--- src/include/spcc_pkg.sv ---
/*
  Constants shared by the serial port control block: register indices,
  field positions, reset values and bus answers.
  Assumes a 32-bit AXI4-Lite register bus with word-aligned registers.
*/
package spcc_pkg;
  // Register indices; the byte address is four times the index
  localparam int ADDR_W = 12;
  localparam logic [9:0] IDX_MAIN_CTRL = 10'h0F3;
  localparam logic [9:0] IDX_STATUS = 10'h0F4;
  localparam logic [9:0] IDX_DATA = 10'h0F5;
  localparam logic [9:0] IDX_PAGE = 10'h100;
  localparam logic [9:0] IDX_IRQ_MASK = 10'h101;
  ////////////////////////////////////////////////////////////////////
  // Main control fields
  localparam int CTL_DRIVE_EN = 7;
  localparam int CTL_ON = 6;
  localparam int CTL_LSB_FIRST = 5;
  localparam int CTL_ROLE = 4;
  localparam int CTL_IDLE_LVL = 3;
  localparam int CTL_PHASE = 2;
  localparam int CTL_RATE_HI = 1;
  localparam int CTL_RATE_LO = 0;
  // Byte gap control fields
  localparam int GAP_SEL_HI = 1;
  localparam int GAP_SEL_LO = 0;
  // Status fields; the top four are sticky events
  localparam int ST_DONE = 7;
  localparam int ST_COLLISION = 6;
  localparam int ST_OVERRUN = 5;
  localparam int ST_FAULT = 4;
  localparam int ST_FAULT_OFF = 3;
  localparam logic [7:0] ST_EVENT_MASK = 8'hF0;
  localparam logic [7:0] ST_RW_MASK = 8'h08;
  localparam logic [7:0] GAP_RW_MASK = 8'h03;
  ////////////////////////////////////////////////////////////////////
  // Reset values
  localparam logic [7:0] RST_BYTE = 8'h00;
  // Link timing, in half serial clock periods
  localparam logic [4:0] EDGES_PER_BYTE = 5'h10;
  localparam logic [2:0] GAP_HALVES_PH0 = 3'h1;
  localparam logic [2:0] GAP_HALVES_PH1 = 3'h2;
  // AXI answers
  localparam logic [1:0] RESP_OKAY = 2'h0;
  localparam logic [1:0] RESP_SLVERR = 2'h2;
endpackage

--- src/rtl/spcc_top.sv ---
/*
  Serial peripheral port with its control and configuration registers,
  a master and slave byte shifter and an AXI4-Lite register slave.
  Assumes pins arrive asynchronously and pass the synchroniser first.
*/
module spcc_top #(
  parameter int HALF_BASE = 2
) (
  // Clock and reset
  input wire logic CLOCK,
  input wire logic RST_N,
  // AXI4-Lite write address
  input wire logic [spcc_pkg::ADDR_W-1:0] S_AXI_AWADDR,
  input wire logic S_AXI_AWVALID,
  output logic S_AXI_AWREADY,
  // AXI4-Lite write data
  input wire logic [31:0] S_AXI_WDATA,
  input wire logic [3:0] S_AXI_WSTRB,
  input wire logic S_AXI_WVALID,
  output logic S_AXI_WREADY,
  // AXI4-Lite write response
  output logic [1:0] S_AXI_BRESP,
  output logic S_AXI_BVALID,
  input wire logic S_AXI_BREADY,
  // AXI4-Lite read address
  input wire logic [spcc_pkg::ADDR_W-1:0] S_AXI_ARADDR,
  input wire logic S_AXI_ARVALID,
  output logic S_AXI_ARREADY,
  // AXI4-Lite read data
  output logic [31:0] S_AXI_RDATA,
  output logic [1:0] S_AXI_RRESP,
  output logic S_AXI_RVALID,
  input wire logic S_AXI_RREADY,
  // Serial clock pin
  input wire logic SCLK_I,
  output logic SCLK_O,
  output logic SCLK_OE_N,
  // Controller-out data pin
  input wire logic MOSI_I,
  output logic MOSI_O,
  output logic MOSI_OE_N,
  // Controller-in data pin
  input wire logic MISO_I,
  output logic MISO_O,
  output logic MISO_OE_N,
  // Select pin
  input wire logic SS_I,
  output logic SS_O,
  output logic SS_OE_N,
  // Interrupt
  output logic IRQ
);
  typedef enum logic [1:0] {ENG_IDLE, ENG_SHIFT, ENG_GAP} spcc_eng_t;

  ////////////////////////////////////////////////////////////////////
  // Register storage
  logic [7:0] ctrl_reg;
  logic [7:0] gap_reg;
  logic [7:0] status_reg;
  logic [7:0] mask_reg;
  logic page_reg;
  logic [7:0] rx_buf_reg;

  // Control fields
  logic drive_en, port_on, lsb_first, role_ctrl, idle_lvl, phase, fault_off;
  logic [1:0] rate_sel, gap_sel;
  assign drive_en = ctrl_reg[spcc_pkg::CTL_DRIVE_EN];
  assign port_on = ctrl_reg[spcc_pkg::CTL_ON];
  assign lsb_first = ctrl_reg[spcc_pkg::CTL_LSB_FIRST];
  assign role_ctrl = ctrl_reg[spcc_pkg::CTL_ROLE];
  assign idle_lvl = ctrl_reg[spcc_pkg::CTL_IDLE_LVL];
  assign phase = ctrl_reg[spcc_pkg::CTL_PHASE];
  assign rate_sel = {ctrl_reg[spcc_pkg::CTL_RATE_HI], ctrl_reg[spcc_pkg::CTL_RATE_LO]};
  assign gap_sel = gap_reg[spcc_pkg::GAP_SEL_HI:spcc_pkg::GAP_SEL_LO];
  assign fault_off = status_reg[spcc_pkg::ST_FAULT_OFF];

  logic master_mode, slave_mode;
  assign master_mode = port_on && role_ctrl;
  assign slave_mode = port_on && !role_ctrl;

  ////////////////////////////////////////////////////////////////////
  // AXI4-Lite write path
  logic [spcc_pkg::ADDR_W-1:0] aw_addr_reg;
  logic aw_full_reg;
  logic [7:0] w_data_reg;
  logic w_lane_reg;
  logic w_full_reg;
  logic bvalid_reg;
  logic [1:0] bresp_reg;
  logic wr_go;
  logic [9:0] wr_idx;

  assign S_AXI_AWREADY = !aw_full_reg;
  assign S_AXI_WREADY = !w_full_reg;
  assign S_AXI_BVALID = bvalid_reg;
  assign S_AXI_BRESP = bresp_reg;
  assign wr_go = aw_full_reg && w_full_reg && !bvalid_reg;
  assign wr_idx = aw_addr_reg[spcc_pkg::ADDR_W-1:2];

  always_ff @(posedge CLOCK or negedge RST_N) begin
    if (!RST_N) begin
      aw_full_reg <= 1'b0;
      aw_addr_reg <= '0;
    end else if (S_AXI_AWVALID && !aw_full_reg) begin
      aw_full_reg <= 1'b1;
      aw_addr_reg <= S_AXI_AWADDR;
    end else if (wr_go) begin
      aw_full_reg <= 1'b0;
    end
  end

  always_ff @(posedge CLOCK or negedge RST_N) begin
    if (!RST_N) begin
      w_full_reg <= 1'b0;
      w_data_reg <= spcc_pkg::RST_BYTE;
      w_lane_reg <= 1'b0;
    end else if (S_AXI_WVALID && !w_full_reg) begin
      w_full_reg <= 1'b1;
      w_data_reg <= S_AXI_WDATA[7:0];
      w_lane_reg <= S_AXI_WSTRB[0];
    end else if (wr_go) begin
      w_full_reg <= 1'b0;
    end
  end

  // Write decode; page picks which register sits at the shared index
  logic wr_main, wr_gap, wr_status, wr_data, wr_page, wr_mask, wr_mapped;
  always_comb begin
    wr_main = 1'b0;
    wr_gap = 1'b0;
    wr_status = 1'b0;
    wr_data = 1'b0;
    wr_page = 1'b0;
    wr_mask = 1'b0;
    wr_mapped = 1'b1;
    unique case (wr_idx)
      spcc_pkg::IDX_MAIN_CTRL: begin
        wr_main = wr_go && w_lane_reg && !page_reg;
        wr_gap = wr_go && w_lane_reg && page_reg;
      end
      spcc_pkg::IDX_STATUS: wr_status = wr_go && w_lane_reg;
      spcc_pkg::IDX_DATA: wr_data = wr_go && w_lane_reg;
      spcc_pkg::IDX_PAGE: wr_page = wr_go && w_lane_reg;
      spcc_pkg::IDX_IRQ_MASK: wr_mask = wr_go && w_lane_reg;
      default: wr_mapped = 1'b0;
    endcase
  end

  always_ff @(posedge CLOCK or negedge RST_N) begin
    if (!RST_N) begin
      bvalid_reg <= 1'b0;
      bresp_reg <= spcc_pkg::RESP_OKAY;
    end else if (wr_go) begin
      bvalid_reg <= 1'b1;
      bresp_reg <= wr_mapped ? spcc_pkg::RESP_OKAY : spcc_pkg::RESP_SLVERR;
    end else if (S_AXI_BREADY) begin
      bvalid_reg <= 1'b0;
    end
  end

  ////////////////////////////////////////////////////////////////////
  // AXI4-Lite read path
  logic rvalid_reg;
  logic [7:0] rdata_reg;
  logic [1:0] rresp_reg;
  logic [7:0] rd_byte;
  logic rd_mapped;

  assign S_AXI_ARREADY = !rvalid_reg;
  assign S_AXI_RVALID = rvalid_reg;
  assign S_AXI_RDATA = {24'h000000, rdata_reg};
  assign S_AXI_RRESP = rresp_reg;

  always_comb begin
    rd_byte = spcc_pkg::RST_BYTE;
    rd_mapped = 1'b1;
    unique case (S_AXI_ARADDR[spcc_pkg::ADDR_W-1:2])
      spcc_pkg::IDX_MAIN_CTRL: rd_byte = page_reg ? (gap_reg & spcc_pkg::GAP_RW_MASK) : ctrl_reg;
      spcc_pkg::IDX_STATUS: rd_byte = status_reg;
      spcc_pkg::IDX_DATA: rd_byte = rx_buf_reg;
      spcc_pkg::IDX_PAGE: rd_byte = {7'h00, page_reg};
      spcc_pkg::IDX_IRQ_MASK: rd_byte = mask_reg;
      default: rd_mapped = 1'b0;
    endcase
  end

  always_ff @(posedge CLOCK or negedge RST_N) begin
    if (!RST_N) begin
      rvalid_reg <= 1'b0;
      rdata_reg <= spcc_pkg::RST_BYTE;
      rresp_reg <= spcc_pkg::RESP_OKAY;
    end else if (S_AXI_ARVALID && !rvalid_reg) begin
      rvalid_reg <= 1'b1;
      rdata_reg <= rd_byte;
      rresp_reg <= rd_mapped ? spcc_pkg::RESP_OKAY : spcc_pkg::RESP_SLVERR;
    end else if (S_AXI_RREADY) begin
      rvalid_reg <= 1'b0;
    end
  end

  ////////////////////////////////////////////////////////////////////
  // Configuration registers
  always_ff @(posedge CLOCK or negedge RST_N) begin
    if (!RST_N) begin
      ctrl_reg <= spcc_pkg::RST_BYTE;
      gap_reg <= spcc_pkg::RST_BYTE;
      page_reg <= 1'b0;
      mask_reg <= spcc_pkg::RST_BYTE;
    end else begin
      if (wr_main) ctrl_reg <= w_data_reg;
      if (wr_gap) gap_reg <= w_data_reg & spcc_pkg::GAP_RW_MASK;
      if (wr_page) page_reg <= w_data_reg[0];
      if (wr_mask) mask_reg <= w_data_reg & spcc_pkg::ST_EVENT_MASK;
    end
  end

  ////////////////////////////////////////////////////////////////////
  // Pin synchronisers and link clock edge detection
  logic [3:0] pins_s;
  logic sclk_s, mosi_s, miso_s, ss_s, sclk_prev_reg;
  spcc_sync #(.WIDTH(4)) u_sync (
    .clk(CLOCK),
    .rst_n(RST_N),
    .async_in({SCLK_I, MOSI_I, MISO_I, SS_I}),
    .sync_out(pins_s)
  );
  assign {sclk_s, mosi_s, miso_s, ss_s} = pins_s;

  always_ff @(posedge CLOCK or negedge RST_N) begin
    if (!RST_N) sclk_prev_reg <= 1'b0;
    else sclk_prev_reg <= sclk_s;
  end

  ////////////////////////////////////////////////////////////////////
  // Byte engine
  spcc_eng_t state_reg;
  logic [4:0] edge_cnt_reg;
  logic [2:0] gap_cnt_reg;
  logic [7:0] tx_sr_reg, rx_sr_reg;
  logic out_reg, sclk_lvl_reg, ss_lvl_reg;
  logic half_tick, slave_sel, fault_evt, edge_evt, drive_edge, sample_edge, last_edge;
  logic start, load_ok, collision, in_bit;
  logic [7:0] rx_shifted;
  logic [2:0] gap_halves;

  spcc_sclk_gen #(.HALF_BASE(HALF_BASE)) u_sclk_gen (
    .clk(CLOCK),
    .rst_n(RST_N),
    .run(master_mode && state_reg != ENG_IDLE),
    .rate_sel(rate_sel),
    .half_tick(half_tick)
  );

  assign slave_sel = slave_mode && !ss_s;
  assign fault_evt = master_mode && !fault_off && !ss_s;
  assign edge_evt = state_reg == ENG_SHIFT && (master_mode ? half_tick : (slave_sel && sclk_s != sclk_prev_reg));
  assign drive_edge = edge_evt && (edge_cnt_reg[0] != phase);
  assign sample_edge = edge_evt && (edge_cnt_reg[0] == phase);
  assign last_edge = edge_evt && edge_cnt_reg == spcc_pkg::EDGES_PER_BYTE - 5'h01;
  assign in_bit = master_mode ? miso_s : mosi_s;
  assign rx_shifted = lsb_first ? {in_bit, rx_sr_reg[7:1]} : {rx_sr_reg[6:0], in_bit};
  assign gap_halves = {1'b0, gap_sel} + (phase ? spcc_pkg::GAP_HALVES_PH1 : spcc_pkg::GAP_HALVES_PH0);
  assign collision = wr_data && port_on && (state_reg != ENG_IDLE || slave_sel);
  assign load_ok = wr_data && port_on && !collision && !status_reg[spcc_pkg::ST_DONE];
  assign start = load_ok && master_mode && !fault_evt;

  always_ff @(posedge CLOCK or negedge RST_N) begin
    if (!RST_N) begin
      state_reg <= ENG_IDLE;
      edge_cnt_reg <= 5'h00;
      gap_cnt_reg <= 3'h0;
    end else if (!port_on || fault_evt) begin
      state_reg <= ENG_IDLE;
      edge_cnt_reg <= 5'h00;
    end else begin
      unique case (state_reg)
        ENG_IDLE: begin
          edge_cnt_reg <= 5'h00;
          if (start || slave_sel) state_reg <= ENG_SHIFT;
        end
        ENG_SHIFT: begin
          if (slave_mode && !slave_sel) begin
            state_reg <= ENG_IDLE;
          end else if (last_edge) begin
            state_reg <= master_mode ? ENG_GAP : ENG_IDLE;
            gap_cnt_reg <= gap_halves;
          end else if (edge_evt) begin
            edge_cnt_reg <= edge_cnt_reg + 5'h01;
          end
        end
        ENG_GAP: begin
          if (half_tick) begin
            gap_cnt_reg <= gap_cnt_reg - 3'h1;
            if (gap_cnt_reg == 3'h1) state_reg <= ENG_IDLE;
          end
        end
      endcase
    end
  end

  // Shift registers and data line
  always_ff @(posedge CLOCK or negedge RST_N) begin
    if (!RST_N) begin
      tx_sr_reg <= spcc_pkg::RST_BYTE;
      rx_sr_reg <= spcc_pkg::RST_BYTE;
      out_reg <= 1'b0;
    end else begin
      if (load_ok) tx_sr_reg <= w_data_reg;
      if (state_reg == ENG_IDLE && (start || slave_sel) && !phase) begin
        // Phase zero puts the first bit out before the first edge
        out_reg <= lsb_first ? tx_sr_reg[0] : tx_sr_reg[7];
        if (start) out_reg <= lsb_first ? w_data_reg[0] : w_data_reg[7];
        tx_sr_reg <= lsb_first ? {1'b0, tx_sr_reg[7:1]} : {tx_sr_reg[6:0], 1'b0};
        if (start) tx_sr_reg <= lsb_first ? {1'b0, w_data_reg[7:1]} : {w_data_reg[6:0], 1'b0};
      end else if (drive_edge) begin
        out_reg <= lsb_first ? tx_sr_reg[0] : tx_sr_reg[7];
        tx_sr_reg <= lsb_first ? {1'b0, tx_sr_reg[7:1]} : {tx_sr_reg[6:0], 1'b0};
      end
      if (sample_edge) rx_sr_reg <= rx_shifted;
    end
  end

  // Serial clock and select levels in master role
  always_ff @(posedge CLOCK or negedge RST_N) begin
    if (!RST_N) begin
      sclk_lvl_reg <= 1'b0;
      ss_lvl_reg <= 1'b1;
    end else begin
      if (master_mode && state_reg == ENG_SHIFT) begin
        if (edge_evt) sclk_lvl_reg <= !sclk_lvl_reg;
      end else begin
        sclk_lvl_reg <= idle_lvl;
      end
      ss_lvl_reg <= !(master_mode && state_reg == ENG_SHIFT && !fault_evt);
    end
  end

  ////////////////////////////////////////////////////////////////////
  // Receive buffer, status and interrupt
  always_ff @(posedge CLOCK or negedge RST_N) begin
    if (!RST_N) rx_buf_reg <= spcc_pkg::RST_BYTE;
    else if (last_edge) rx_buf_reg <= sample_edge ? rx_shifted : rx_sr_reg;
  end

  logic [7:0] ev_set;
  always_comb begin
    ev_set = spcc_pkg::RST_BYTE;
    ev_set[spcc_pkg::ST_DONE] = last_edge;
    ev_set[spcc_pkg::ST_COLLISION] = collision;
    ev_set[spcc_pkg::ST_OVERRUN] = last_edge && status_reg[spcc_pkg::ST_DONE];
    ev_set[spcc_pkg::ST_FAULT] = fault_evt;
  end

  // Set wins over a write-one clear in the same cycle
  always_ff @(posedge CLOCK or negedge RST_N) begin
    if (!RST_N) begin
      status_reg <= spcc_pkg::RST_BYTE;
    end else begin
      status_reg <= ((status_reg & ~(wr_status ? w_data_reg & spcc_pkg::ST_EVENT_MASK : 8'h00)) | ev_set)
                    & spcc_pkg::ST_EVENT_MASK
                    | ((wr_status ? w_data_reg : status_reg) & spcc_pkg::ST_RW_MASK);
    end
  end

  assign IRQ = |(status_reg & mask_reg & spcc_pkg::ST_EVENT_MASK);

  ////////////////////////////////////////////////////////////////////
  // Pin drive
  assign SCLK_O = sclk_lvl_reg;
  assign SCLK_OE_N = !master_mode;
  assign MOSI_O = out_reg;
  assign MOSI_OE_N = !master_mode;
  assign MISO_O = out_reg;
  assign MISO_OE_N = !slave_sel;
  assign SS_O = ss_lvl_reg;
  assign SS_OE_N = !(master_mode && fault_off && drive_en);
endmodule

--- src/rtl/spcc_sync.sv ---
/*
  Two flip-flop synchroniser for pin inputs.
  Assumes each bit is an independent level from outside the clock domain.
*/
module spcc_sync #(
  parameter int WIDTH = 1
) (
  // Clock and reset
  input wire logic clk,
  input wire logic rst_n,
  // Data
  input wire logic [WIDTH-1:0] async_in,
  output logic [WIDTH-1:0] sync_out
);
  logic [WIDTH-1:0] stage_reg;

  always_ff @(posedge clk or negedge rst_n) begin
    if (!rst_n) begin
      stage_reg <= '0;
      sync_out <= '0;
    end else begin
      stage_reg <= async_in;
      sync_out <= stage_reg;
    end
  end
endmodule

--- src/rtl/spcc_sclk_gen.sv ---
/*
  Half-period tick generator for the master serial clock.
  Assumes run is held for a whole transfer; the count restarts when run drops.
*/
module spcc_sclk_gen #(
  parameter int HALF_BASE = 2
) (
  // Clock and reset
  input wire logic clk,
  input wire logic rst_n,
  // Control
  input wire logic run,
  input wire logic [1:0] rate_sel,
  // Tick
  output logic half_tick
);
  logic [7:0] cnt_reg;
  logic [7:0] half_len;

  // Each rate step doubles the half period
  assign half_len = 8'(HALF_BASE << rate_sel);
  assign half_tick = run && (cnt_reg == half_len - 8'h01);

  always_ff @(posedge clk or negedge rst_n) begin
    if (!rst_n) begin
      cnt_reg <= 8'h00;
    end else if (!run || half_tick) begin
      cnt_reg <= 8'h00;
    end else begin
      cnt_reg <= cnt_reg + 8'h01;
    end
  end
endmodule

--- config.mk ---
export PLATFORM = sky130hd
export DESIGN_NAME = spcc_top
export DESIGN_NICKNAME = d
export VERILOG_FILES = /design/src/include/spcc_pkg.sv /design/src/rtl/spcc_top.sv /design/src/rtl/spcc_sync.sv /design/src/rtl/spcc_sclk_gen.sv
export SDC_FILE = /design/constraint.sdc
export NUM_CORES = 1
export LEC_CHECK = 0
export BUFFER_PORTS_ARGS = -buffer_cell sky130_fd_sc_hd__clkbuf_2
export CORE_MARGIN = 2
export CORE_UTILIZATION = 50
export CTS_CLUSTER_SIZE = 25
export DETAILED_ROUTE_END_ITERATION = 8
export PLACE_DENSITY = 0.77
export SYNTH_ARGS = -nofsm -noshare
export SYNTH_HDL_FRONTEND = slang
export SYNTH_SLANG_ARGS = --single-unit
--- constraint.sdc ---
create_clock -name CLOCK -period 2.2 [get_ports CLOCK]
set_clock_uncertainty 0.1 [all_clocks]
set_input_delay 0.33 -clock CLOCK [delete_from_list [all_inputs] [get_ports CLOCK]]
set_output_delay 0.33 -clock CLOCK [all_outputs]
set_load 0.01 [all_outputs]
==> summary.md, run 1 <==
The layout-stage area growth over the synthesis result was 25.0%. Count of antenna-violating nets left after detailed routing: 0. Detailed placement ended at an HPWL of 10.0 mm. Synthesis inferred 107 register bits.

The die span in y came out at 111 µm. The logs give 0 for the number of hold violations in the final report and -0.142 ns for the setup slack of the critical path after layout. Clock latency on the worst-skew pair, taken at its later pin, is 0.35 ns. During I/O placement, the number of pins put on the boundary was 121. The logs give 0.509 for the initial core utilization and 0 for the count of max-cap constraint violations. The routed design could run at a clock period as short as 2.34 ns. The worst supply voltage drop on vdd was 0.620 mV. Share of flip-flops with an asynchronous set or reset: 1.00. The logs give -0.726 ns for the setup TNS after final layout and 427 MHz for the maximum achievable frequency. In the final layout, flip-flops and latches occupy 2680 µm².

The tools report the Yosys warning count as 0. For this block, the via count after detailed routing is 4878. The tools report the root buffer selected by CTS as clkbuf_16. The worst setup path is captured at a flop.

The via count of the first global-routing pass was 4801. Yosys mapped a number of flops with a built-in enable equal to 0. The largest net degree at the start of global routing was 61; the total power was 5.12 mW. The tightest slew margin relative to the limit was 0.610; the worst slack at placement was -0.112 ns. The total wire length is 14.2 mm.

Yosys attributes the largest share of cell area to dfrtp_1 46%, mux2_2 7.4%, nand2_1 4.2%, mux2i_1 4.2%, buf_4 3.7%. The number of distinct library cells after synthesis came out at 69. Port buffer count: 63. The register with the most flip-flops in the layout has 10 of them.

The largest total area in the synthesized netlist belongs to dfrtp_1. In this run the mean area of a mapped cell was 10.0 µm². Final count of pins violating max slew: 0. The worst path required time is 2.33 ns, and the maximum buffer depth of the clock tree is 2. At the end of the flow, the number of nets in the layout was 778.

The endpoint identified for the worst register-to-register timing path is tx_sr_reg[7]$_DFFE_PN0P_. The startpoint identified for the worst register-to-register timing path is aw_addr_reg[3]$_DFFE_PN0P_. The aggregate global-route resource usage was 0.225. The period utilization is 1.06. The initial detailed-routing violation count was 338. After clock tree synthesis, the clock-pin slew on the worst setup and hold paths is 0.08 ns.

The worst register-to-register path has a depth of 7. The die footprint came out at 12400 µm². The fraction of layout cells with a size suffix above 1 is 0.357.

Setup repair after global routing could not meet its margin everywhere. The tools report the launch instance of the worst min-delay path as S_AXI_BREADY. After routing the design area is 7200 µm². The final reports fail on negative setup slack.

The multi-input combinational cells in the finished layout cover a total of 3080 µm². The worst hold path belongs to the class input pin to flop. Among all flip-flop cells after synthesis, the most frequent one is dfrtp_1. For the leakage dissipation, the log shows 3.21 nW. The layout has 842 filler cells.

TritonCTS built the clock tree. Setup slack on the worst reg-to-reg path comes out at -0.14 ns. In this run the worst path has a maximum fanout of 3. Portion of the post-synthesis area used by sequential elements: 0.465. Summing all placed instances gives a cell area of 6470 µm². 0 antenna diodes ended up in the layout. The number of cells on the worst hold path was 2. Worst-case hold path end point: S_AXI_BVALID$_DFFE_PN0P_. The initial antenna violation count came out at 0. The tools report the synthesized netlist cell count as 576. The die is 111 µm wide. The post-detailed-route DRC marker count is 0, and the fraction of synthesized cell area taken by the top area cell type is 0.461. In this run, CTS created clock tree buffers numbering 9. Critical path start-end classification: flop to flop. The H-tree was split into 3 levels.

For the pin with the worst max-slew slack, the measured transition is 0.585 ns. In the routed layout, each cell is associated on average with a via count of 5.78. The run gives 39 as the number of core rows.

The flow ran to the end, but the final reports show violations. The first global-routing pass estimated 22.9 mm of wire. The tools report the final weighted congestion in routability-driven placement as 0.914.

For the standard cell core area, the log shows 11300 µm². The total power per unit cell area is 711 nW/µm², and the CTS sink count is 107. STA classifies the critical path startpoint as a flop.

The total overflow left after global routing is 0. The cell area after synthesis was 5760 µm²; the final core utilization was 0.636. Setup violations remaining at the end of the flow were counted as 12. The first TritonRoute pass finished after 8 iterations. The final routed wire length divided by cell count is 16.9 µm, and the data arrival time at the worst-slack endpoint is 2.48 ns.
worst max path at each step:
stage	from	to	slack, ns	depth (start not counted)
after floorplan	aw_addr_reg[3]$_DFFE_PN0P_	tx_sr_reg[7]$_DFFE_PN0P_	-0.07	6
after global placement	aw_addr_reg[3]$_DFFE_PN0P_	MISO_O$_DFFE_PN0P_	-0.08	6
after detailed placement	aw_addr_reg[3]$_DFFE_PN0P_	MISO_O$_DFFE_PN0P_	-0.11	6
after CTS	aw_addr_reg[3]$_DFFE_PN0P_	tx_sr_reg[0]$_DFFE_PN0P_	-0.15	7
after global routing	ctrl_reg[6]$_DFFE_PN0P_	tx_sr_reg[7]$_DFFE_PN0P_	-0.23	7
final	aw_addr_reg[3]$_DFFE_PN0P_	tx_sr_reg[7]$_DFFE_PN0P_	-0.14	7
logic make-up (layout without fill, tap and decap cells):
logic type      after synthesis  in the layout  synth area share
compound gates              122            122             0.140
simple gates                195            195             0.174
fa+ha+maj                    10             10            0.0230
xor+xnor                      9              9            0.0137
buf+inv                      69            169            0.0637
mux                          63             63             0.120
other cells                   1             26          0.000651
flops                       107            107             0.465
layer usage:
layer / GRT usage / share of wire / up-vias
met4: 0.106 / 0.033 / 0
met2: 0.394 / 0.51 / 210
li1: - / - / 2246
met3: 0.0284 / 0.059 / 38
met1: 0.279 / 0.40 / 2384
met5: 0 / 0 / -
timing repair:
action	in CTS	in global routing
gates cloned	0	4
setup buffers	1	9
setup endpoints to repair	40	45
hold buffers	5	0
pin swaps	11	7
endpoints found under the hold margin	29	0
gates resized for setup	24	60
synthesized netlist by cell type, drive strengths merged, types with 2 or more instances:
library cell	count
a21oi	30
a22oi	12
nor2	44
nor4	4
o21a	2
buf	34
or2	8
nand3b	2
clkbuf	12
a211oi	3
a21boi	4
o211ai	3
inv	23
nand3	16
a32o	2
a32oi	2
mux2i	24
and4b	3
nand4	5
a22o	2
a221oi	4
xor2	6
nand2b	7
and2	3
mux2	38
a31oi	4
o21ai	36
nor4b	4
nor3	11
dfrtp	106
ha	9
nand2	65
or4b	2
nor2b	6
and4	2
a41oi	6
and3	8
xnor2	3
critical path, cell delays in order, from the launching register on:
cell,delay (ns)
dfrtp_1,0.40
or3b_4,0.41
or4b_4,0.53
nor3_4,0.17
buf_6,0.13
a211oi_4,0.04
a211o_1,0.24
o22a_1,0.21
cell usage in the layout (no fill, tap or decap), types with 4 or more instances in the layout:
cell,n
nand3_1,15
a41oi_2,6
o21ai_1,7
and3_1,8
a221oi_1,4
mux2i_1,24
ha_1,7
nand2b_1,7
mux2_2,37
buf_6,7
nand2_2,13
nor3_1,6
conb_1,26
or2_2,7
nor3_2,4
a22oi_1,11
dlygate4sd3_1,5
clkbuf_2,62
nor2b_1,6
xor2_1,6
nor2_1,42
inv_1,21
o21ai_2,9
a21oi_1,28
a31oi_1,4
clkbuf_16,10
nand4_1,5
o21ai_0,20
buf_4,53
dfrtp_1,106
nand2_1,50
stage by stage:
| stage | cells | hold WS (ns) |
|---|---|---|
| floorplan | 601 | -0.0656 |
| global route | 844 | 0.0665 |
| finish | 844 | 0.0528 |
| global placement | 810 | 0.167 |
| CTS | 831 | 0.0568 |
| detailed placement | 810 | 0.176 |
power breakdown:
part	switching [mW]	internal, mW
Combinational	0.452	0.527
Sequential	0.391	2.23
Clock	0.740	0.776
Total	1.58	3.53
cell type report:
cell class                 count  area share
tap                          143      0.0249
inverter                      23      0.0120
clock buffer                   9      0.0313
multi-input combinational    425       0.427
timing repair buffer         131       0.125
sequential                   107       0.372
clock inverter                 6     0.00730
Note: power is estimated with default switching activity, not from simulation.
==> inputs of run 2 (changes only) <==
- MAX_ROUTING_LAYER: default -> met4
==> summary.md, run 2 (synthesized netlist as in run 1, its figures left out) <==
The area growth from synthesis to layout is 24.4%. The run gives 0 (unchanged) as the residual overflow from global routing. The worst hold path terminates at S_AXI_BVALID$_DFFE_PN0P_. The post-route minimum period works out to 2.35 ns (+0.00511 ns).

TritonCTS built the clock tree. For the via count of the first global-routing pass, the log shows 4789 (-0.25%). The number of cells on the worst hold path was 2 (unchanged); the aggregate global-route resource usage was 0.233 (+0.00790). The global-route wire length before repair came out at 22.9 mm (+0.21%). The transition time at the pin with the least slew margin came out at 0.593 ns (+0.00821 ns). The final number of setup-violating endpoints is 12 (unchanged). The logs give 2.33 ns (about the same) for the worst path required time and 9 (unchanged) for the number of buffers created by CTS. The CTS sink count is 107 (unchanged). The final routed wire length divided by cell count came out at 16.9 µm (+0.31%).

The library cell used most frequently in the layout, excluding fill and tap cells, is dfrtp_1. The final cell count without fillers is 843 (-0.12%), and the minimum hold slack is 0.0547 ns (+0.00183 ns). The area occupied by registers is 2680 µm² (unchanged), and the port buffer count is 63 (unchanged). The run gives 0.35 ns (about the same) as the source-to-sink clock delay at the later pin of the worst-skew pair.

The critical path goes through or3b_4 > or4b_4 > nor3_4 > buf_6 > a211oi_4 > a211o_1 > o22a_1. The die span in y works out to 111 µm (unchanged). The tightest slew margin relative to the limit is 0.605 (-0.00547). Worst supply voltage drop on vdd: 0.621 mV (+0.21%).

The run gives 0 (unchanged) as the post-detailed-route DRC marker count. Element type at the critical path start: a flop. The kind of cell with the highest combined delay along the critical path is simple AND/OR/NAND/NOR gates. Setup repair after global routing could not meet its margin everywhere.

Die width: 111 µm (unchanged). Critical path start-end classification: flop to flop. For the number of hold violations in the final report, the log shows 0 (unchanged). The initial core utilization was 0.509 (unchanged). The post-route cell area came out at 7160 µm² (-0.52%). The data arrival time at the worst-slack endpoint is 2.48 ns (about the same), and the initial detailed-routing violation count is 365 (+8.0%). The logs give 5 (-3) for the first-pass iteration count of the detailed router and 0.930 (+1.7%) for the final weighted congestion in routability-driven placement. The placed cell area was 6470 µm² (unchanged); the total buffers and inverters traversed by the critical path was 1 (unchanged). On the critical path, the stage with the largest delay is an instance of or4b_4.

The die footprint is 12400 µm² (unchanged). In this run the critical register-to-register path is captured at tx_sr_reg[7]$_DFFE_PN0P_. The setup TNS after final layout is -0.747 ns (-0.0209 ns). The final reports fail on negative setup slack. Largest fanout on the critical path: 3 (unchanged). The class of the tightest hold or removal check is input pin to flop.

The tools report the number of nets in the final layout as 777 (-0.13%). The leakage dissipation came out at 3.19 nW (-0.57%). The number of flip-flops under the largest register name was 10 (unchanged); the count of H-tree levels built during CTS was 3 (unchanged).

The count of fill cells added during filler insertion is 861 (+2.3%), and the total wire length is 14.3 mm (+0.19%). The count of max-cap constraint violations was 0 (unchanged); the standard cell core area was 11300 µm² (unchanged). The HPWL after detailed placement came out at 10.0 mm (unchanged). The tools report the setup slack of the worst register-to-register path as -0.15 ns (about the same). The flow ran to the end, but the final reports show violations. The count of inserted antenna diode cells came out at 0 (unchanged).

Total power per unit cell area: 715 nW/µm² (+0.58%). The run gives 810 (unchanged) as the cell count after placement. The period utilization came out at 1.07 (+0.00232). In this run the clock root is driven by a clkbuf_16. The largest stage delay on the critical path came out at 0.53 ns (about the same).

The worst-case reg-to-reg path depth came out at 7 (unchanged). Clock input transition at the sequential cells of the worst setup and hold paths: 0.08 ns (about the same). In this run the most critical hold path is launched from S_AXI_BREADY. The logs give 5.12 mW (about the same) for the total power and 4920 (+0.86%) for the total number of vias. The fraction of layout cells with a size suffix above 1 was 0.351 (-0.00520); the maximum buffer depth of the clock tree was 2 (unchanged).

In the layout the commonest cells are 106 x dfrtp_1, 62 x clkbuf_2, 53 x buf_4. The tools report the largest net degree at the start of global routing as 61 (unchanged). The top-level I/O count is 121 (unchanged). The number of core rows was 39 (unchanged); the count of antenna-violating nets left after detailed routing was 0 (unchanged).

Area of the multi-input gates: 3070 µm² (-0.28%). STA classifies the critical path endpoint as a flop. Maximum achievable frequency: 426 MHz (-0.22%). The tools report the setup slack of the critical path after layout as -0.147 ns (-0.00511 ns).

The via-per-instance ratio was 5.84 (+0.98%). The tools report the final count of pins violating max slew as 0 (unchanged). In this run the critical register-to-register path is launched from aw_addr_reg[3]$_DFFE_PN0P_. Initial antenna violation count: 0 (unchanged).
-- run 2: worst register-to-register path: cells and delay by family, from the launching register on --
kind                   cells  cell delay, ns
flip-flops                 1            0.40
buffers and inverters      1            0.13
AND/OR/NAND/NOR            3            1.11
AO/OA/AOI/OAI              3            0.49
-- run 2: per-layer routing --
metal,vias to the layer above,wire length [µm],part of all wire,global-route usage
li1,2252,-,-,-
met1,2388,5620,0.39,0.281
met2,230,7330,0.51,0.395
met3,50,820,0.057,0.0290
met4,0,493,0.035,0.105
met5,-,0,0,-
-- run 2: how the worst max path moves through the flow --
| stage | startpoint | endpoint | slack, ns | cells past startpoint |
|---|---|---|---|---|
| 3_5_place_dp | aw_addr_reg[3]$_DFFE_PN0P_ | MISO_O$_DFFE_PN0P_ | -0.11 | 6 |
| 6_report | aw_addr_reg[3]$_DFFE_PN0P_ | tx_sr_reg[7]$_DFFE_PN0P_ | -0.15 | 7 |
| 3_3_place_gp | aw_addr_reg[3]$_DFFE_PN0P_ | MISO_O$_DFFE_PN0P_ | -0.08 | 6 |
| 5_1_grt | ctrl_reg[6]$_DFFE_PN0P_ | tx_sr_reg[7]$_DFFE_PN0P_ | -0.23 | 7 |
| 4_1_cts | aw_addr_reg[3]$_DFFE_PN0P_ | tx_sr_reg[0]$_DFFE_PN0P_ | -0.15 | 7 |
| 2_1_floorplan | aw_addr_reg[3]$_DFFE_PN0P_ | tx_sr_reg[7]$_DFFE_PN0P_ | -0.07 | 6 |
-- run 2: report_power, final --
part           internal [mW]  switching, mW
Sequential              2.23          0.391
Combinational          0.527          0.450
Clock                  0.776          0.745
Total                   3.53           1.59
-- run 2: layout make-up --
class                      count  area share
multi-input combinational    425       0.428
sequential                   107       0.374
timing repair buffer         130       0.122
clock buffer                   9      0.0314
tap                          143      0.0250
inverter                      23      0.0121
clock inverter                 6     0.00734
-- run 2: repair_timing --
action,in CTS,in global routing
resized for setup,24,57
cloned,0,4
pin swaps,11,7
setup endpoints to repair,40,46
hold buffers,5,0
buffers inserted,1,8
endpoints found under the hold margin,29,0
-- run 2: stage by stage --
step,setup WS (ns),util
after global placement,-0.0774,0.572
after detailed placement,-0.112,0.572
after global routing,-0.229,0.633
final,-0.147,0.633
after floorplan,-0.0708,-
after CTS,-0.146,0.610
==> inputs of run 3 (changes only) <==
- CORE_UTILIZATION: 50 -> 45
- PLACE_DENSITY: 0.77 -> 0.7
==> summary.md, run 3 (synthesized netlist as in run 1, its figures left out) <==
The tools report the initial detailed-routing violation count as 396 (+8.5%). The library cell used most frequently in the layout, excluding fill and tap cells, is dfrtp_1. TritonCTS built the clock tree. The number of nets in the final layout is 777 (unchanged), and the largest fanout on the critical path is 6 (+3). The worst path required time was 2.37 ns (+0.04 ns); the period utilization was 1.04 (-0.0299). Via-per-instance ratio: 5.45 (-6.6%).

The worst-case reg-to-reg path depth is 11 (+4). The number of core rows was 41 (+5.1%). Traced cell by cell, the critical path runs through inv_2 > ha_4 > and3b_1 > and4_1 > a21boi_4 > buf_6 > buf_6 > a211oi_4 > buf_6 > nand2_1 > a41oi_2.

The standard cell core area came out at 12600 µm² (+11%). For the count of max-cap constraint violations, the log shows 0 (unchanged). The class of the tightest hold or removal check is input pin to flop. The data arrival time at the worst-slack endpoint was 2.45 ns (-0.03 ns); the die footprint was 13700 µm² (+11%). The setup slack of the worst register-to-register path is -0.08 ns (+0.07 ns). The slowest stage of the critical path belongs to the cell dfrtp_1.

By instance count, the cell type seen most on the critical path is buf_6. The critical path capture point was tx_sr_reg[2]$_DFFE_PN0P_. The total buffers and inverters traversed by the critical path was 4 (+3); the cell count after placement was 843 (+4.1%).

Count of inserted antenna diode cells: 0 (unchanged). The worst supply voltage drop on vdd is 0.616 mV (-0.75%). The final count of pins violating max slew was 0 (unchanged).

The number of flip-flops under the largest register name is 10 (unchanged), and the fraction of layout cells with a size suffix above 1 is 0.328 (-0.0233). The tools report the largest net degree at the start of global routing as 43 (-30%). The initial core utilization came out at 0.458 (-0.0505). Relative to the synthesized area, the layout overhead comes to 24.7%. The placed cell area came out at 6550 µm² (+1.2%).

The die span in y works out to 117 µm (+5.2%). Startpoint of the worst register-to-register path: state_reg[0]$_DFFE_PN0P_. The flow ran to the end, but the final reports show violations.

The run gives 10.1 mm (+1.1%) as the HPWL after detailed placement. The top-level I/O count was 121 (unchanged). The number of buffers created by CTS was 9 (unchanged); the area occupied by registers was 2680 µm² (unchanged). The logs give 438 MHz (+2.9%) for the maximum achievable frequency and 18 (+6) for the final number of setup-violating endpoints. The initial antenna violation count was 0 (unchanged); the total power per unit cell area was 741 nW/µm² (+3.6%). Residual overflow from global routing: 0 (unchanged). The post-detailed-route DRC marker count is 0 (unchanged). Setup repair after global routing could not meet its margin everywhere.

Cell count along the critical path: 11 (+4). Post-route minimum period: 2.28 ns (-0.0659 ns). The logs give 107 (unchanged) for the CTS sink count and 0.220 (-0.0137) for the aggregate global-route resource usage. Among cell families on the critical path, the largest total delay comes from compound AO/OA/AOI/OAI gates.

The tools report the worst reg2reg path endpoint as tx_sr_reg[2]$_DFFE_PN0P_. In the layout the commonest cells are 106 x dfrtp_1, 63 x nand2_1, 62 x clkbuf_2. The tightest slew margin relative to the limit is 0.659 (+0.0546), and the transition time at the pin with the least slew margin is 0.511 ns (-0.0818 ns). The total wire length is 14.0 mm (-1.6%). The total number of vias was 4760 (-3.3%). For the maximum buffer depth of the clock tree, the log shows 2 (unchanged). The count of H-tree levels built during CTS came out at 3 (unchanged). The final weighted congestion in routability-driven placement is 0.920 (-1.0%). The via count of the first global-routing pass is 4627 (-3.4%). The tools report the total power as 5.32 mW (+3.9%).

The first-pass iteration count of the detailed router is 5 (unchanged). The die width works out to 117 µm (+5.2%). Leakage dissipation: 3.20 nW (+0.35%). The source-to-sink clock delay at the later pin of the worst-skew pair was 0.34 ns (about the same). The final routed wire length divided by cell count was 16.1 µm (-4.9%). Critical path start-end classification: flop to flop.

The run gives 22.8 mm (-0.52%) as the global-route wire length before repair. The largest stage delay on the critical path is 0.40 ns (-0.13 ns). The number of hold violations in the final report is 0 (unchanged). The setup slack of the critical path after layout came out at -0.0816 ns (+0.0659 ns).

The tree is rooted in a clkbuf_16. For the count of fill cells added during filler insertion, the log shows 1071 (+24%). Count of antenna-violating nets left after detailed routing: 0 (unchanged). The final cell count without fillers is 873 (+3.6%).

The element type at the critical path start was a flop. The tools report the worst setup path startpoint as state_reg[0]$_DFFE_PN0P_. The worst setup path is captured at a flop.

For the post-route cell area, the log shows 7180 µm² (+0.28%). The clock input transition at the sequential cells of the worst setup and hold paths came out at 0.07 ns (about the same). The port buffer count is 63 (unchanged), and the area of the multi-input gates is 2990 µm² (-2.5%). The checks that failed: negative setup slack.
-- run 3: worst reg2reg max path, cell delays in order (launching register included) --
cell,delay [ns]
dfrtp_1,0.40
inv_2,0.09
ha_4,0.14
and3b_1,0.19
and4_1,0.19
a21boi_4,0.15
buf_6,0.14
buf_6,0.11
a211oi_4,0.30
buf_6,0.17
nand2_1,0.07
a41oi_2,0.15
-- run 3: where the power goes --
part	switching, mW	leakage, nW	internal, mW
logic	0.437	1.64	0.517
registers	0.380	1.41	2.23
clock network	0.722	0.152	1.03
-- run 3: worst min path at each step --
stage / from / to / slack [ns] / cells after the start
floorplan: RST_N / MISO_O$_DFFE_PN0P_ / -0.07 / 0
global route: S_AXI_RREADY / S_AXI_RVALID$_DFFE_PN0P_ / 0.09 / 2
global placement: RST_N / mask_reg[6]$_DFFE_PN0P_ / 0.23 / 1
detailed placement: RST_N / ctrl_reg[4]$_DFFE_PN0P_ / 0.23 / 1
finish: S_AXI_BREADY / S_AXI_BVALID$_DFFE_PN0P_ / 0.07 / 2
CTS: S_AXI_RREADY / S_AXI_RVALID$_DFFE_PN0P_ / 0.07 / 2
-- run 3: layer usage --
| layer | routed length (µm) | share of wire | GRT usage |
|---|---|---|---|
| met1 | 6130 | 0.44 | 0.280 |
| met2 | 6990 | 0.50 | 0.366 |
| met3 | 550 | 0.039 | 0.0304 |
| met4 | 369 | 0.026 | 0.0690 |
| met5 | 0 | 0 | - |
-- run 3: cell type report --
type                       instances  share of cell area
clock buffer                      11              0.0338
clock inverter                     5              0.0117
inverter                          23              0.0120
multi-input combinational        425               0.416
sequential                       107               0.373
tap                              172              0.0300
timing repair buffer             130               0.123
-- run 3: repair_timing --
| item | 4_1_cts | 5_1_grt |
|---|---|---|
| cloned | 1 | 1 |
| resized for setup | 27 | 27 |
| hold buffers | 5 | 0 |
| endpoints found under the hold margin | 35 | 0 |
| setup endpoints to repair | 25 | 48 |
| buffers inserted | 5 | 2 |
| pin swaps | 9 | 10 |
-- run 3: stage by stage --
step | hold WS (ns) | util | setup slack [ns] | TNS (ns)
after detailed placement | 0.234 | 0.521 | -0.154 | -0.894
final | 0.0749 | 0.571 | -0.0816 | -0.793
after CTS | 0.0683 | 0.563 | -0.129 | -0.327
after floorplan | -0.0656 | - | -0.0708 | -0.142
after global routing | 0.0915 | 0.571 | -0.175 | -2.89
after global placement | 0.229 | 0.521 | -0.0834 | -0.209
